[src/logic/stp_pkg.sv]
// constants for the shared timer prescaler block
package stp_pkg;
    // register bus geometry
    localparam int STP_ADDR_W = 4;
    localparam int STP_DATA_W = 32;
    localparam logic [STP_ADDR_W-1:0] STP_GTC_OFS = 4'h0;
    localparam logic [STP_ADDR_W-1:0] STP_DIV_OFS = 4'h4;
    localparam logic [1:0] STP_RESP_OKAY = 2'h0;
    localparam logic [1:0] STP_RESP_SLVERR = 2'h2;
    // general timer control field positions and reset value
    localparam int STP_GTC_RST_BIT = 0;
    localparam int STP_GTC_CAP_BIT = 6;
    localparam int STP_GTC_HOLD_BIT = 7;
    localparam logic [7:0] STP_GTC_RESET = 8'h00;
    // shared divider
    localparam int STP_DIV_W = 10;
    localparam logic [STP_DIV_W-1:0] STP_DIV_RESET = 10'h000;
    localparam logic [STP_DIV_W-1:0] STP_TAP8_MASK = 10'h007;
    localparam logic [STP_DIV_W-1:0] STP_TAP64_MASK = 10'h03f;
    localparam logic [STP_DIV_W-1:0] STP_TAP256_MASK = 10'h0ff;
    localparam logic [STP_DIV_W-1:0] STP_TAP1024_MASK = 10'h3ff;
    // tick source select codes
    localparam int STP_SEL_W = 3;
    localparam logic [2:0] STP_SEL_OFF = 3'h0;
    localparam logic [2:0] STP_SEL_CLK = 3'h1;
    localparam logic [2:0] STP_SEL_DIV8 = 3'h2;
    localparam logic [2:0] STP_SEL_DIV64 = 3'h3;
    localparam logic [2:0] STP_SEL_DIV256 = 3'h4;
    localparam logic [2:0] STP_SEL_DIV1024 = 3'h5;
    localparam logic [2:0] STP_SEL_FALL = 3'h6;
    localparam logic [2:0] STP_SEL_RISE = 3'h7;
    localparam int STP_NUM_TIMERS = 2;
endpackage

[src/logic/stp_edge_if.sv]
// edge events from one count pin detector to the tick selector
`timescale 1ns/10ps
`default_nettype none
interface stp_edge_if;
    logic rise;
    logic fall;
    modport det (output rise, output fall);
    modport sel (input rise, input fall);
endinterface
`default_nettype wire

[src/logic/stp_prescaler.sv]
// shared prescaler, tick selection and general timer control for two timers
// How it works
// - one shared divider, per-timer source select
// - select 1 ticks every system clock
// - taps at divide 8, 64, 256, 1024
// - divider runs free of select settings
// - first divided tick within 1..N+1 cycles
// - divider reset affects both timers
// - pin sampled each cycle into edge detector
// - rising-edge registers, falling-edge input stage
// - select 7 rising, 6 falling pin edges
// - pin edge to update 2.5..3.5 cycles
// - pin ticks bypass the divider
// - hold mode keeps divider reset asserted
// - clearing hold clears divider reset bit
// - reset bit self-clears unless hold set
// - capture select picks input a or b
// - select 0 gives no ticks
`timescale 1ns/10ps
`default_nettype none
module stp_prescaler
    import stp_pkg::*;
(
    input wire logic aclk,
    input wire logic aresetn,
    input wire logic clk_en,
    input wire logic s_axi_awvalid,
    output logic s_axi_awready,
    input wire logic [STP_ADDR_W-1:0] s_axi_awaddr,
    input wire logic s_axi_wvalid,
    output logic s_axi_wready,
    input wire logic [STP_DATA_W-1:0] s_axi_wdata,
    input wire logic [3:0] s_axi_wstrb,
    output logic s_axi_bvalid,
    input wire logic s_axi_bready,
    output logic [1:0] s_axi_bresp,
    input wire logic s_axi_arvalid,
    output logic s_axi_arready,
    input wire logic [STP_ADDR_W-1:0] s_axi_araddr,
    output logic s_axi_rvalid,
    input wire logic s_axi_rready,
    output logic [STP_DATA_W-1:0] s_axi_rdata,
    output logic [1:0] s_axi_rresp,
    input wire logic [STP_SEL_W-1:0] tick_source_select_0,
    input wire logic [STP_SEL_W-1:0] tick_source_select_1,
    input wire logic external_count_pin_0,
    input wire logic external_count_pin_1,
    input wire logic capture_input_a,
    input wire logic capture_input_b,
    output logic timer_tick_0,
    output logic timer_tick_1,
    output logic capture_trigger
);
    ////////////////////////////////////////////////////////////////////////
    // bus slave state
    logic aw_held_reg;
    logic [STP_ADDR_W-1:0] awaddr_reg;
    logic w_held_reg;
    logic [STP_DATA_W-1:0] wdata_reg;
    logic [3:0] wstrb_reg;
    logic do_write;
    logic gtc_write;
    logic [STP_DATA_W-1:0] rdata_next;
    logic [1:0] rresp_next;

    // control register fields
    logic sync_hold_mode_reg;
    logic capture_input_select_reg;
    logic divider_reset_bit_reg;
    logic [7:0] gtc_value;

    // divider and taps
    logic [STP_DIV_W-1:0] div_reg;
    logic [3:0] tap_hit;

    // pin synchronisers for the capture inputs
    logic cap_a_meta_reg;
    logic cap_a_sync_reg;
    logic cap_b_meta_reg;
    logic cap_b_sync_reg;

    logic [STP_SEL_W-1:0] sel_vec [STP_NUM_TIMERS];
    logic [STP_NUM_TIMERS-1:0] pin_vec;
    logic [STP_NUM_TIMERS-1:0] tick_next;

    ////////////////////////////////////////////////////////////////////////
    // write address and data taken in either order, response after both
    // ready lines stay low from a take until the response is accepted
    assign do_write = aw_held_reg & w_held_reg & ~s_axi_bvalid;
    assign gtc_write = do_write & (awaddr_reg == STP_GTC_OFS) & wstrb_reg[0];

    always_ff @(posedge aclk) begin
        if (!aresetn) begin
            aw_held_reg <= 1'b0;
            awaddr_reg <= '0;
            s_axi_awready <= 1'b0;
        end else if (clk_en) begin
            if (s_axi_awvalid && s_axi_awready) begin
                aw_held_reg <= 1'b1;
                awaddr_reg <= s_axi_awaddr;
                s_axi_awready <= 1'b0;
            end else if (do_write) begin
                aw_held_reg <= 1'b0;
            end else if (!aw_held_reg && !s_axi_bvalid) begin
                s_axi_awready <= 1'b1;
            end
        end
    end

    // write data channel
    always_ff @(posedge aclk) begin
        if (!aresetn) begin
            w_held_reg <= 1'b0;
            wdata_reg <= '0;
            wstrb_reg <= 4'h0;
            s_axi_wready <= 1'b0;
        end else if (clk_en) begin
            if (s_axi_wvalid && s_axi_wready) begin
                w_held_reg <= 1'b1;
                wdata_reg <= s_axi_wdata;
                wstrb_reg <= s_axi_wstrb;
                s_axi_wready <= 1'b0;
            end else if (do_write) begin
                w_held_reg <= 1'b0;
            end else if (!w_held_reg && !s_axi_bvalid) begin
                s_axi_wready <= 1'b1;
            end
        end
    end

    // write response, okay for the control and divider words, error for any other address
    always_ff @(posedge aclk) begin
        if (!aresetn) begin
            s_axi_bvalid <= 1'b0;
            s_axi_bresp <= STP_RESP_OKAY;
        end else if (clk_en) begin
            if (do_write) begin
                s_axi_bvalid <= 1'b1;
                s_axi_bresp <= (awaddr_reg == STP_GTC_OFS || awaddr_reg == STP_DIV_OFS) ?
                               STP_RESP_OKAY : STP_RESP_SLVERR;
            end else if (s_axi_bvalid && s_axi_bready) begin
                s_axi_bvalid <= 1'b0;
            end
        end
    end

    ////////////////////////////////////////////////////////////////////////
    // read data mux
    assign gtc_value = {sync_hold_mode_reg, capture_input_select_reg, 5'h00, divider_reset_bit_reg};

    // the word is latched at the address take, so it never moves under rvalid
    always_comb begin
        rdata_next = '0;
        rresp_next = STP_RESP_OKAY;
        case (s_axi_araddr)
            STP_GTC_OFS: rdata_next = {24'h00_0000, gtc_value};
            STP_DIV_OFS: rdata_next = {22'h0_0000, div_reg};
            default: rresp_next = STP_RESP_SLVERR;
        endcase
    end

    // read address and data channels
    always_ff @(posedge aclk) begin
        if (!aresetn) begin
            s_axi_arready <= 1'b0;
            s_axi_rvalid <= 1'b0;
            s_axi_rdata <= '0;
            s_axi_rresp <= STP_RESP_OKAY;
        end else if (clk_en) begin
            if (s_axi_arvalid && s_axi_arready) begin
                s_axi_arready <= 1'b0;
                s_axi_rvalid <= 1'b1;
                s_axi_rdata <= rdata_next;
                s_axi_rresp <= rresp_next;
            end else if (s_axi_rvalid && s_axi_rready) begin
                s_axi_rvalid <= 1'b0;
            end else if (!s_axi_rvalid) begin
                s_axi_arready <= 1'b1;
            end
        end
    end

    ////////////////////////////////////////////////////////////////////////
    // general timer control register
    // a write beats the hardware clear when both fall in one cycle
    always_ff @(posedge aclk) begin
        if (!aresetn) begin
            sync_hold_mode_reg <= STP_GTC_RESET[STP_GTC_HOLD_BIT];
            capture_input_select_reg <= STP_GTC_RESET[STP_GTC_CAP_BIT];
            divider_reset_bit_reg <= STP_GTC_RESET[STP_GTC_RST_BIT];
        end else if (clk_en) begin
            if (gtc_write) begin
                sync_hold_mode_reg <= wdata_reg[STP_GTC_HOLD_BIT];
                capture_input_select_reg <= wdata_reg[STP_GTC_CAP_BIT];
                // a hold-clear write with the reset bit set pulses it for one cycle
                divider_reset_bit_reg <= wdata_reg[STP_GTC_RST_BIT];
            end else if (!sync_hold_mode_reg) begin
                divider_reset_bit_reg <= 1'b0;
            end
            // with hold set the written bit simply stays
        end
    end

    ////////////////////////////////////////////////////////////////////////
    // free-running shared divider, only the reset bit touches it
    // no select is read here, so enabling a timer keeps the divider phase
    always_ff @(posedge aclk) begin
        if (!aresetn) begin
            div_reg <= STP_DIV_RESET;
        end else if (clk_en) begin
            if (divider_reset_bit_reg) begin
                div_reg <= STP_DIV_RESET;
            end else begin
                div_reg <= div_reg + 10'h001;
            end
        end
    end

    // one-cycle tap pulses when the low bits roll over
    assign tap_hit[0] = (div_reg & STP_TAP8_MASK) == STP_TAP8_MASK;
    assign tap_hit[1] = (div_reg & STP_TAP64_MASK) == STP_TAP64_MASK;
    assign tap_hit[2] = (div_reg & STP_TAP256_MASK) == STP_TAP256_MASK;
    assign tap_hit[3] = (div_reg & STP_TAP1024_MASK) == STP_TAP1024_MASK;

    ////////////////////////////////////////////////////////////////////////
    // per-timer tick selection over the shared taps
    assign sel_vec[0] = tick_source_select_0;
    assign sel_vec[1] = tick_source_select_1;
    assign pin_vec = {external_count_pin_1, external_count_pin_0};

    for (genvar t = 0; t < STP_NUM_TIMERS; t++) begin : g_timer
        stp_edge_if edge_bus ();
        // local select result, so each bit of tick_next has one driver
        logic tick_sel;

        stp_ext_edge u_edge (
            .aclk(aclk),
            .aresetn(aresetn),
            .clk_en(clk_en),
            .external_count_pin(pin_vec[t]),
            .edge_out(edge_bus)
        );

        // internal sources halt while the divider reset is held
        always_comb begin
            case (sel_vec[t])
                STP_SEL_OFF: tick_sel = 1'b0;
                STP_SEL_CLK: tick_sel = ~divider_reset_bit_reg;
                STP_SEL_DIV8: tick_sel = tap_hit[0] & ~divider_reset_bit_reg;
                STP_SEL_DIV64: tick_sel = tap_hit[1] & ~divider_reset_bit_reg;
                STP_SEL_DIV256: tick_sel = tap_hit[2] & ~divider_reset_bit_reg;
                STP_SEL_DIV1024: tick_sel = tap_hit[3] & ~divider_reset_bit_reg;
                STP_SEL_FALL: tick_sel = edge_bus.fall;
                STP_SEL_RISE: tick_sel = edge_bus.rise;
                default: tick_sel = 1'b0;
            endcase
        end

        // hand the selected source to the shared output stage
        assign tick_next[t] = tick_sel;
    end

    // registered tick outputs, one cycle per tick, held high under select 1
    always_ff @(posedge aclk) begin
        if (!aresetn) begin
            timer_tick_0 <= 1'b0;
            timer_tick_1 <= 1'b0;
        end else if (clk_en) begin
            timer_tick_0 <= tick_next[0];
            timer_tick_1 <= tick_next[1];
        end
    end

    ////////////////////////////////////////////////////////////////////////
    // capture inputs: two-stage synchronisers then the select mux
    // the pins are asynchronous, so only the second stage feeds the mux
    always_ff @(posedge aclk) begin
        if (!aresetn) begin
            cap_a_meta_reg <= 1'b0;
            cap_a_sync_reg <= 1'b0;
            cap_b_meta_reg <= 1'b0;
            cap_b_sync_reg <= 1'b0;
        end else if (clk_en) begin
            cap_a_meta_reg <= capture_input_a;
            cap_a_sync_reg <= cap_a_meta_reg;
            cap_b_meta_reg <= capture_input_b;
            cap_b_sync_reg <= cap_b_meta_reg;
        end
    end

    // timer 1 capture trigger source
    always_ff @(posedge aclk) begin
        if (!aresetn) begin
            capture_trigger <= 1'b0;
        end else if (clk_en) begin
            capture_trigger <= capture_input_select_reg ? cap_b_sync_reg : cap_a_sync_reg;
        end
    end
endmodule
`default_nettype wire

[src/logic/stp_ext_edge.sv]
// count pin synchroniser and edge detector
`timescale 1ns/10ps
`default_nettype none
module stp_ext_edge (
    input wire logic aclk,
    input wire logic aresetn,
    input wire logic clk_en,
    input wire logic external_count_pin,
    stp_edge_if.det edge_out
);
    logic latch_reg;
    logic sync_reg;
    logic last_reg;

    // input stage, captures at the end of the high phase like a high-transparent latch
    always_ff @(negedge aclk) begin
        if (!aresetn) begin
            latch_reg <= 1'b0;
        end else if (clk_en) begin
            latch_reg <= external_count_pin;
        end
    end

    // rising-edge synchroniser and previous-sample store
    always_ff @(posedge aclk) begin
        if (!aresetn) begin
            sync_reg <= 1'b0;
            last_reg <= 1'b0;
        end else if (clk_en) begin
            sync_reg <= latch_reg;
            last_reg <= sync_reg;
        end
    end

    // one pulse per detected edge of the synchronised level
    assign edge_out.rise = sync_reg & ~last_reg;
    assign edge_out.fall = ~sync_reg & last_reg;
endmodule
`default_nettype wire

[config.mk]
export PLATFORM = sky130hd
export DESIGN_NAME = stp_prescaler
export DESIGN_NICKNAME = d
export VERILOG_FILES = /design/src/logic/stp_pkg.sv /design/src/logic/stp_edge_if.sv /design/src/logic/stp_prescaler.sv /design/src/logic/stp_ext_edge.sv
export SDC_FILE = /design/constraint.sdc
export NUM_CORES = 1
export LEC_CHECK = 0
export BUFFER_PORTS_ARGS = -buffer_cell sky130_fd_sc_hd__buf_2
export CORE_UTILIZATION = 47
export DETAILED_ROUTE_END_ITERATION = 16
export GPL_ROUTABILITY_DRIVEN = 0
export GPL_TIMING_DRIVEN = 0
export PLACE_DENSITY_LB_ADDON = 0.08
export SYNTH_ARGS = -nofsm -noshare
export SYNTH_HDL_FRONTEND = slang
export SYNTH_SLANG_ARGS = --single-unit
[constraint.sdc]
create_clock -name aclk -period 2.5 [get_ports aclk]
set_clock_uncertainty 0.1 [all_clocks]
set_input_delay 0.25 -clock aclk [delete_from_list [all_inputs] [get_ports aclk]]
set_output_delay 0.25 -clock aclk [all_outputs]
set_load 0.01 [all_outputs]
## Yosys cells after proc, flatten, opt, wreduce, memory -nomap -nowiden

Index checks and enable logic that the tools add are counted.
Widths: inputs -> output; s select.

| word-level totals | value |
|---|---|
| input port bits | 62 |
| logic and storage cells | 134 |
| register bits | 82 |

| cells by class | value |
|---|---|
| reductions and logical operators | 35 |
| mux-type cells | 25 |
| bitwise operators | 18 |
| add/subtract/negate cells | 1 |
| eq/ne operators | 25 |

Operators by type and width:

| cell | number |
|---|---|
| $eq 3x3->1 const B | 9 |
| $pmux 10 s2 | 1 |
| $reduce_and 2->1 | 10 |
| $mux 1 | 19 |
| $pmux 1 s8 | 2 |
| $and 1x1->1 | 12 |
| $eq 3x2->1 const B | 4 |
| $reduce_bool 2->1 | 6 |
| $add 10x1->10 const B | 1 |
| $eq 10x10->1 const B | 1 |
| $mux 10 | 1 |
| $reduce_and 3->1 | 3 |
| $eq 4x3->1 const B | 2 |
| $eq 8x8->1 const B | 1 |
| $logic_not 4->1 | 2 |
| $logic_and 1x1->1 | 7 |
| $eq 3x1->1 const B | 2 |
| $eq 6x6->1 const B | 1 |
| $logic_not 3->1 | 2 |
| $ne 2x1->1 const B | 3 |
| $not 1->1 | 6 |
| $mux 2 | 2 |
| $ne 2x2->1 const B | 2 |
| $logic_not 1->1 | 3 |
| 2 further kinds | 2 |

## Depth between registers and ports, before layout

Gate-level depths: netlist of the first run.

| logic depth | value |
|---|---|
| depth in word-level cells | 6 |
| depth in mapped cells | 6 |
| mapped depth without buffers | 6 |

## Cells and area by module

A second synthesis of the first run with hierarchy kept.

| second synthesis, totals | value |
|---|---|
| cells, all modules | 267 |
| area total of the unflattened synthesis | 2543.7 µm² |

By module, submodules not included:

| module | instances | cells an instance | sequential area each (µm²) | area an instance (µm²) |
|---|---|---|---|---|
| stp_prescaler | 1 | 243 | 940.9 | 2293.4 |
| stp_ext_edge | 2 | 12 | 60.1 | 125.1 |

==> flow_summary_export.csv, run 1 <==
group,metric,value,unit
run_status,status,"finished, final reports clean",
sta,setup_viol,0,
finish,final_util,60.8,%
floorplan,die_h,74.2,um
sta,rsz0062_at_grt,"no",
route,wl_per_cell,12.2,um
placement,place_hpwl,3.64,mm
logic_synthesis,yosysWarnings,0,
setup_path,r2r_slack,0.51,ns
logic_synthesis,synth_top_cell_area_share,43.3,%
floorplan,coreArea,0.00488,mm^2
hold_path,hold_path_class,"input pin to register",
logic_synthesis,synth_flop_cell,"dfxtp_1",
route,drt_iter0_drc,91,
setup_path,required,1.39,ns
logic_synthesis,ys_seq_elements,53,
finish,multi_input_area,0.00123,mm^2
route,ant_nets,0,
clocking,root_buffer,"clkbuf_8",
logic_synthesis,async_flop_share,0,%
floorplan,fp-row-count,25,
setup_path,endpoint_kind,"register",
global_routing,use_met3,4.07,%
setup_path,path_cells,"buf_2 -> buf_2 -> buf_2 -> mux2i_1 -> nor2b_1",
placement,place_area,0.00286,mm^2
floorplan,die_area,0.00550,mm^2
route,routed_wl,4.91,mm
flow_run,maxCapViolations,0,
clocking,insertion_delay,0.35,ns
clocking,cts_hold_buffers,0,
setup_path,crit_cells,5,
setup_path,cp_slowest_cell,"buf_2",
global_routing,grt_pass1_wl,7.97,mm
finish,nFillCells,462,
finish,postLayoutCellArea,0.00297,mm^2
route,drc_errors,0,
clocking,path_clk_slew,0.09,ns
route,viasPerCell,4.82,
sta,hold_ws,0.0722,ns
clocking,cts_tree,"done",
global_routing,met2_usage,30.0,%
setup_path,cp_num_buf_inv,3,
global_routing,grt_most_used_layer,"met2",
sta,setup-tns-final,0,ns
pwr,p_per_area,544,mW/mm^2
floorplan,start_util,50.2,%
pwr,peakVddDrop,0.321,mV
clocking,post-cts-setup-buffers,0,
finish,nets,399,
setup_path,slowest_delay,0.30,ns
logic_synthesis,synth_edf_count,0,
finish,syn_to_final_growth,21.2,%
logic_synthesis,synthDistinctLibCells,45,
setup_path,start_kind,"input pin",
setup_path,worst-path-max-fanout,10,
setup_path,cp_common_cell,"buf_2",
sta,hold_violations,0,
floorplan,die_w,74.2,um
pwr,power_leakage,1.42,nW
logic_synthesis,yosys.area.top_type,"dfxtp_1",
setup_path,crit_arrival,1.15,ns
floorplan,ios,106,
setup_path,crit_family,"buffers and inverters",
clocking,clk_path_buf_depth,2,
route,drt_first_pass_iters,4,
clocking,cts.sinks,53,
placement,numPortBuffers,48,
finish,drive_above_1_share,27.4,%
global_routing,track_usage,19.3,%
finish,antennaDiodeCount,0,
clocking,htree_num_levels,2,
clocking,cts_resized,0,
setup_path,crit_type,"input pin to register",
logic_synthesis,synth_cells,256,
finish,seq_area,0.00106,mm^2
clocking,cts_buffers,5,
global_routing,grt_antenna_before_repair,0,
global_routing,grt_pass1_vias,1726,
logic_synthesis,seq_area_frac_synth,43.3,%
global_routing,grt_remaining_overflow,0,
sta,slew-limit-headroom,66.3,%
global_routing,gr-usage-met1,26.3,%
sta,max_slew.worst_pin.slew,0.501,ns
sta,drv_slew,0,
global_routing,grt_max_degree,16,
setup_path,r2r_cells,2,
hold_path,hold-path-cell-count,2,
logic_synthesis,syn_area_per_cell,9.56,um^2
route,vias,1942,
logic_synthesis,synth_area,0.00245,mm^2
logic_synthesis,synth.area.top_cells,"dfxtp_1, mux2i_1, buf_4, nor2b_1, nand2_1",
[per-layer routing]
layer	routed length (um)	vias up
met4	66	0
met5	0	-
met3	194	8
met1	2490	872
li1	-	1012
met2	2150	50
[path summary, 6_finish.rpt]
path | startpoint | end
min reg2reg | wdata_reg[6]$_SDFFE_PN0P_ | capture_input_select_reg$_SDFFE_PN0P_
max reg2reg | g_timer[1].u_edge.latch_reg$_SDFFE_NN0P_ | g_timer[1].u_edge.sync_reg$_SDFFE_PN0P_
min | tick_source_select_0[2] | timer_tick_0$_SDFFE_PN0P_
max | clk_en | g_timer[0].u_edge.latch_reg$_SDFFE_NN0P_
[synth_stat cells (2+ instances only)]
master	count
a21boi_0	2
xor2_1	4
inv_1	4
clkbuf_1	6
ha_1	2
a22o_1	7
nand2_1	18
a211o_1	2
nor3b_1	2
buf_4	26
mux2_2	3
or3_1	3
nor3_1	3
mux2i_1	20
a21oi_1	5
or4_1	2
nand3_1	8
nor2b_1	30
a22oi_1	6
o21ai_0	6
and3b_1	4
a41oi_1	2
o211a_1	2
nor2_1	8
o21ai_1	4
nand4_1	2
buf_2	3
a32oi_1	2
dfxtp_1	53
o22a_1	2
[report_power, final]
group          internal (W)  switching, W
registers          0.000866     0.0000166
clock network      0.000276      0.000276
logic             0.0000892     0.0000918
[logic make-up (layout without fill, tap and decap cells)]
family	count (synthesis)	count (layout)	synth area share [%]
and+or+nand+nor	92	92	22.0
DFF	53	53	43.3
AOI/OAI and AO/OA	41	41	12.1
buffers and inverters	39	96	10.1
muxes	23	23	9.56
xor gates and xnor gates	5	5	1.79
adders and majority gates	2	2	1.02
other	1	24	0.153
[worst reg2reg max path, delay by kind of cell (launching register included)]
kind | cells | cell delay (ns)
simple gates | 1 | 0.06
mux | 1 | 0.13
flops | 1 | 0.31
[cell type report]
class | instances | share of cell area (%)
Tap cell | 67 | 2.82
Timing Repair Buffer | 48 | 8.09
Sequential cell | 53 | 35.8
Inverter | 3 | 0.379
Clock buffer | 6 | 2.78
Buffer | 35 | 7.84
Multi-Input combinational cell | 187 | 41.3
Clock inverter | 4 | 1.01
[placed cells by master (no fill, tap or decap), types with 4 or more instances in the layout]
cell type and count:
mux2i_1 20, inv_1 5, xor2_1 4, nand2_1 18, nor2_1 8, conb_1 24, o21ai_0 6, a22oi_1 6
o21ai_1 4, a22o_1 7, clkbuf_8 6, buf_2 51, nand3_1 8, a21oi_1 5, dfxtp_1 53, clkbuf_1 6
nor2b_1 30, buf_4 26, and3b_1 4
[through the flow]
step,cells,power [W],setup WS [ns]
2_1_floorplan,279,0.00103,0.157
3_3_place_gp,394,0.00109,-0.107
3_5_place_dp,394,0.00109,-0.140
4_1_cts,403,0.00163,0.213
5_1_grt,403,0.00170,0.134
6_report,403,0.00162,0.239
No activity file was read; power rests on OpenSTA's default activity.
==> inputs of run 2 (changes only) <==
- CORE_MARGIN: default -> 5
==> run 2 against run 1 <==
Cell area decreased by 0.55%; setup slack improved by 0.00099 ns; global-route usage decreased by 2.9 points; critical path depth unchanged; die area increased by 23%; power decreased by 3.9%; sequential power about the same; hold slack got worse by 0.0084 ns; routed wire length increased by 6.7%; sequential share of layout area increased by 0.20 points.
==> flow_summary_export.csv, run 2 (synthesis gave the netlist of run 1 again) <==
group,metric,value,unit
pwr,internal_power,0.00115,W
sta,rsz0062_at_grt,"no",
sta,hold_violations,0,
finish,drive_above_1_share,26.8,%
global_routing,grt_max_degree,16,
floorplan,coreArea,0.00507,mm^2
pwr,peakVddDrop,0.400,mV
global_routing,grt_remaining_overflow,0,
hold_path,hold-path-cell-count,2,
flow_run,maxCapViolations,0,
pwr,pwr-share-clk,31.5,%
setup_path,crit_type,"input pin to register",
clocking,clk_path_buf_depth,2,
route,drc_errors,0,
hold_path,min_to,"timer_tick_1$_SDFFE_PN0P_",
pwr,p_per_area,526,mW/mm^2
clocking,htree_num_levels,2,
setup_path,r2r_slack,0.50,ns
route,vias,1980,
finish,most-common-layout-cells,"dfxtp_1, buf_2, nor2b_1, buf_4, conb_1",
route,viasPerCell,4.88,
sta,drv_slew,0,
clocking,path_clk_slew,0.09,ns
route,drt_first_pass_iters,4,
clocking,cts_tree,"done",
floorplan,die_h,82.2,um
floorplan,start_util,48.2,%
setup_path,start_kind,"input pin",
route,routed_wl,5.24,mm
pwr,power_leakage,1.41,nW
finish,multi_input_area,0.00123,mm^2
floorplan,die_area,0.00675,mm^2
setup_path,endpoint_kind,"register",
sta,max_slew.worst_pin.slew,0.603,ns
clocking,cts.sinks,53,
hold_path,hold_path_class,"input pin to register",
run_status,status,"finished, final reports clean",
finish,seq_area,0.00106,mm^2
pwr,comb_power_share,11.7,%
finish,nets,399,
floorplan,die_w,82.2,um
setup_path,reg2reg_from,"g_timer[1].u_edge.latch_reg$_SDFFE_NN0P_",
route,drt_iter0_drc,78,
sta,slew-limit-headroom,59.4,%
clocking,insertion_delay,0.37,ns
setup_path,crit_arrival,1.17,ns
placement,place_hpwl,3.95,mm
global_routing,track_usage,16.4,%
global_routing,grt_pass1_wl,8.36,mm
route,wl_per_cell,12.9,um
sta,setup_viol,0,
sta,hold_ws,0.0638,ns
setup_path,worst-path-max-fanout,10,
floorplan,ios,106,
hold_path,worstHoldStart,"tick_source_select_1[2]",
placement,numPortBuffers,48,
finish,layout_commonest_cell,"dfxtp_1",
setup_path,required,1.40,ns
finish,antennaDiodeCount,0,
setup_path,r2r_cells,2,
clocking,cts_buffers,5,
route,ant_nets,0,
pwr,sw_frac_of_total,25.8,%
clocking,cts_resized,0,
clocking,post-cts-setup-buffers,0,
finish,syn_to_final_growth,20.5,%
finish,nFillCells,477,
clocking,cts_hold_buffers,0,
setup_path,reg2reg_to,"g_timer[1].u_edge.sync_reg$_SDFFE_PN0P_",
pwr,p_sw,0.000400,W
clocking,root_buffer,"clkbuf_8",
global_routing,grt_pass1_vias,1833,
global_routing,grt_antenna_before_repair,0,
floorplan,fp-row-count,26,
pwr,seq_power_share,56.8,%
finish,final_util,58.2,%
run 2: cell types whose count changed in the layout (fill, tap and decap cells not counted), sizes merged:
cell	before	now
bufinv	1	0
clkinv	1	3
clkbuf	12	11
run 2: layer usage:
metal | share of wire (%) | GRT usage [%] | up-vias | wire length, um
li1 | - | - | 1012 | -
met1 | 44 | 19.8 | 899 | 2290
met2 | 47 | 27.1 | 59 | 2490
met3 | 6.7 | 4.56 | 10 | 350
met4 | 2.0 | 7.14 | 0 | 106
met5 | 0 | 0 | - | 0
run 2: cell type report:
class                      instances  area share, %
buffer                            35           7.88
clock buffer                       5           2.33
tap                               70           2.97
inverter                           3          0.382
multi-input combinational        187           41.5
clock inverter                     5          0.805
timing repair buffer              48           8.14
sequential                        53           35.9
run 2: worst max path at each step:
stage,startpoint,cells past startpoint,endpoint
floorplan,clk_en,4,g_timer[0].u_edge.latch_reg$_SDFFE_NN0P_
global placement,clk_en,5,g_timer[1].u_edge.latch_reg$_SDFFE_NN0P_
detailed placement,clk_en,5,g_timer[0].u_edge.latch_reg$_SDFFE_NN0P_
CTS,clk_en,5,g_timer[0].u_edge.latch_reg$_SDFFE_NN0P_
global route,aresetn,3,g_timer[0].u_edge.latch_reg$_SDFFE_NN0P_
finish,clk_en,5,g_timer[0].u_edge.latch_reg$_SDFFE_NN0P_
run 2: worst max-delay path, stage by stage:
cell and delay [ns]:
buf_2 0.10, buf_2 0.23, buf_2 0.31, mux2i_1 0.22
nor2b_1 0.06
run 2: power by group through the flow:
stage          clock network [W]  logic, W  registers [W]
2_1_floorplan         0.00000752  0.000121       0.000902
3_3_place_gp          0.00000752  0.000178       0.000901
3_5_place_dp          0.00000752  0.000180       0.000901
4_1_cts                 0.000505  0.000181       0.000882
5_1_grt                 0.000538  0.000202       0.000886
6_report                0.000489  0.000181       0.000882
run 2: through the flow:
stage | setup TNS (ns) | total power (W) | setup WS, ns | std cells | area, um^2
floorplan | 0 | 0.00103 | 0.157 | 279 | 2530
global placement | -0.284 | 0.00109 | -0.143 | 397 | 2860
detailed placement | -0.297 | 0.00109 | -0.156 | 397 | 2860
CTS | 0 | 0.00157 | 0.227 | 406 | 2950
global route | 0 | 0.00163 | 0.134 | 406 | 2950
finish | 0 | 0.00155 | 0.240 | 406 | 2950
==> inputs of run 3 (changes only) <==
- ABC_AREA: default -> 1
==> run 3 against run 2 <==
Highest routed layer unchanged; non-clock buffer count decreased by 2; register-to-register slack barely moved; utilization is 0.42 points higher; critical path depth down 1; via count is 10% higher; cell area grew 0.72%; combinational power increased by 8%; sequential share of layout area down 0.26 points; cell count up 15%.
==> flow_summary_export.csv, run 3 <==
group,metric,value,unit
run_status,status,"finished, final reports clean",
clocking,cts_buffers,5,
global_routing,grt_pass1_wl,8.58,mm
route,drc_errors,0,
finish,syn_to_final_growth,22.3,%
sta,slew-limit-headroom,58.4,%
logic_synthesis,ys_top_cells_by_count,"dfxtp_1, nand2_1, a21oi_1",
setup_path,path_cells,"buf_2 -> clkbuf_1 -> o21ai_0 -> nor2_1",
floorplan,start_util,47.9,%
finish,postLayoutCellArea,0.00297,mm^2
clocking,path_clk_slew,0.09,ns
route,drt_first_pass_iters,4,
logic_synthesis,synth_top_cell_area_share,43.6,%
logic_synthesis,syn_area_per_cell,7.64,um^2
setup_path,crit_type,"input pin to register",
logic_synthesis,synth_flop_cell,"dfxtp_1",
finish,nets,461,
finish,layout_commonest_cell,"dfxtp_1",
hold_path,hold_path_class,"input pin to register",
placement,place_area,0.00285,mm^2
clocking,clk_path_buf_depth,2,
pwr,power_leakage,1.38,nW
global_routing,grt_pass1_vias,1925,
clocking,cts_tree,"done",
sta,max_slew.worst_pin.slew,0.624,ns
finish,most-common-layout-cells,"dfxtp_1, buf_2, nand2_1, a21oi_1",
logic_synthesis,async_flop_share,0,%
finish,antennaDiodeCount,0,
pwr,peakVddDrop,0.415,mV
floorplan,die_area,0.00671,mm^2
route,wl_per_cell,11.3,um
logic_synthesis,synth.area.top_cells,"dfxtp_1, a21oi_1, buf_4, nand2_1, o21ai_0",
sta,rsz0062_at_grt,"no",
pwr,p_per_area,580,mW/mm^2
floorplan,ios,106,
floorplan,die_h,81.9,um
floorplan,coreArea,0.00507,mm^2
logic_synthesis,synth_edf_count,0,
setup_path,start_kind,"input pin",
logic_synthesis,ys_seq_elements,53,
logic_synthesis,yosysWarnings,0,
placement,numPortBuffers,48,
setup_path,crit_arrival,1.03,ns
setup_path,required,1.44,ns
global_routing,grt_max_degree,17,
clocking,post-cts-setup-buffers,0,
global_routing,track_usage,16.4,%
sta,hold_violations,0,
setup_path,cp_slowest_cell,"clkbuf_1",
clocking,insertion_delay,0.35,ns
logic_synthesis,yosysMostFrequentCell,"dfxtp_1",
clocking,htree_num_levels,2,
logic_synthesis,yosys.area.top_type,"dfxtp_1",
setup_path,endpoint_kind,"register",
sta,setup-tns-final,0,ns
logic_synthesis,seq_area_frac_synth,43.6,%
logic_synthesis,synth_area,0.00243,mm^2
sta,drv_slew,0,
sta,setup_viol,0,
clocking,cts_resized,0,
floorplan,fp-row-count,26,
clocking,cts.sinks,53,
route,drt_iter0_drc,88,
logic_synthesis,synth_cells,318,
global_routing,grt_remaining_overflow,0,
logic_synthesis,synthDistinctLibCells,36,
finish,drive_above_1_share,23.9,%
flow_run,maxCapViolations,0,
placement,place_hpwl,4.03,mm
global_routing,grt_antenna_before_repair,0,
setup_path,slowest_delay,0.39,ns
route,ant_nets,0,
floorplan,die_w,81.9,um
clocking,root_buffer,"clkbuf_8",
route,vias,2184,
setup_path,worst-path-max-fanout,10,
clocking,cts_hold_buffers,0,
route,viasPerCell,4.67,
route,routed_wl,5.30,mm
-- run 3: cell count changes in the layout (fill, tap and decap cells not counted), moves of 4 or more --
cell     change
o21ai_0     +27
nor2b_1     -30
nand2_1     +28
nand3_1      +8
a22oi_1      -6
nor2_1      +22
a21oi_1     +36
inv_1       +28
a22o_1       -7
mux2i_1     -20
xor2_1       -4
-- run 3: cell families after synthesis --
kind of cell / share of synthesized area, %
flip-flops: 43.6
adder cells (fa/ha/maj): 1.03
buffers and inverters: 14.7
AO/OA/AOI/OAI: 19.7
AND/OR/NAND/NOR: 20.8
other: 0.154
-- run 3: layer usage --
metal  vias to the layer above  part of all wire, %  track usage (%)
met5                         -                    0                0
met4                         0                 0.94             4.98
met2                        52                   47             27.6
met1                       971                   46             20.3
li1                       1156                    -                -
met3                         5                  6.0             4.71
-- run 3: stage by stage --
| step | utilization, % | total power, W | worst slack, ns | instances | hold slack, ns |
|---|---|---|---|---|---|
| finish | 58.6 | 0.00173 | 0.404 | 468 | 0.0653 |
| global route | 58.6 | 0.00180 | 0.346 | 468 | 0.0617 |
| CTS | 58.6 | 0.00174 | 0.424 | 468 | 0.0592 |
| detailed placement | 56.1 | 0.00112 | 0.0670 | 459 | 0.334 |
| global placement | 56.1 | 0.00111 | 0.0692 | 459 | 0.330 |
| floorplan | - | 0.00105 | 0.301 | 341 | 0.285 |
-- run 3: worst max-delay path, delay by kind of cell --
family	cells	cell delay (ns)
AOI/OAI and AO/OA	1	0.17
buffers and inverters	2	0.51
and+or+nand+nor	1	0.10
-- run 3: layout make-up --
| cell class | count | area [um^2] |
|---|---|---|
| Buffer | 33 | 225 |
| Clock buffer | 5 | 68.8 |
| Clock inverter | 5 | 62.6 |
| Fill cell | 520 | 2100 |
| Inverter | 34 | 128 |
| Multi-Input combinational cell | 220 | 1100 |
| Sequential cell | 53 | 1060 |
| Tap cell | 70 | 87.6 |
| Timing Repair Buffer | 48 | 240 |
-- run 3: final timing paths --
path                                            start                                        to  slack [ns]  cells past startpoint
max                                           aresetn  g_timer[1].u_edge.latch_reg$_SDFFE_NN0P_        0.40                      4
min                                   capture_input_a               cap_a_meta_reg$_SDFFE_PN0P_        0.07                      3
max reg2reg  g_timer[1].u_edge.latch_reg$_SDFFE_NN0P_   g_timer[1].u_edge.sync_reg$_SDFFE_PN0P_        0.49                      2
min reg2reg                awaddr_reg[1]$_SDFFE_PN0P_                awaddr_reg[1]$_SDFFE_PN0P_        0.35                      2
-- run 3: where the power goes --
part           switching [W]  internal (W)  total (W)
clock               0.000284      0.000351   0.000635
sequential         0.0000193      0.000875   0.000895
combinational       0.000112     0.0000842   0.000196
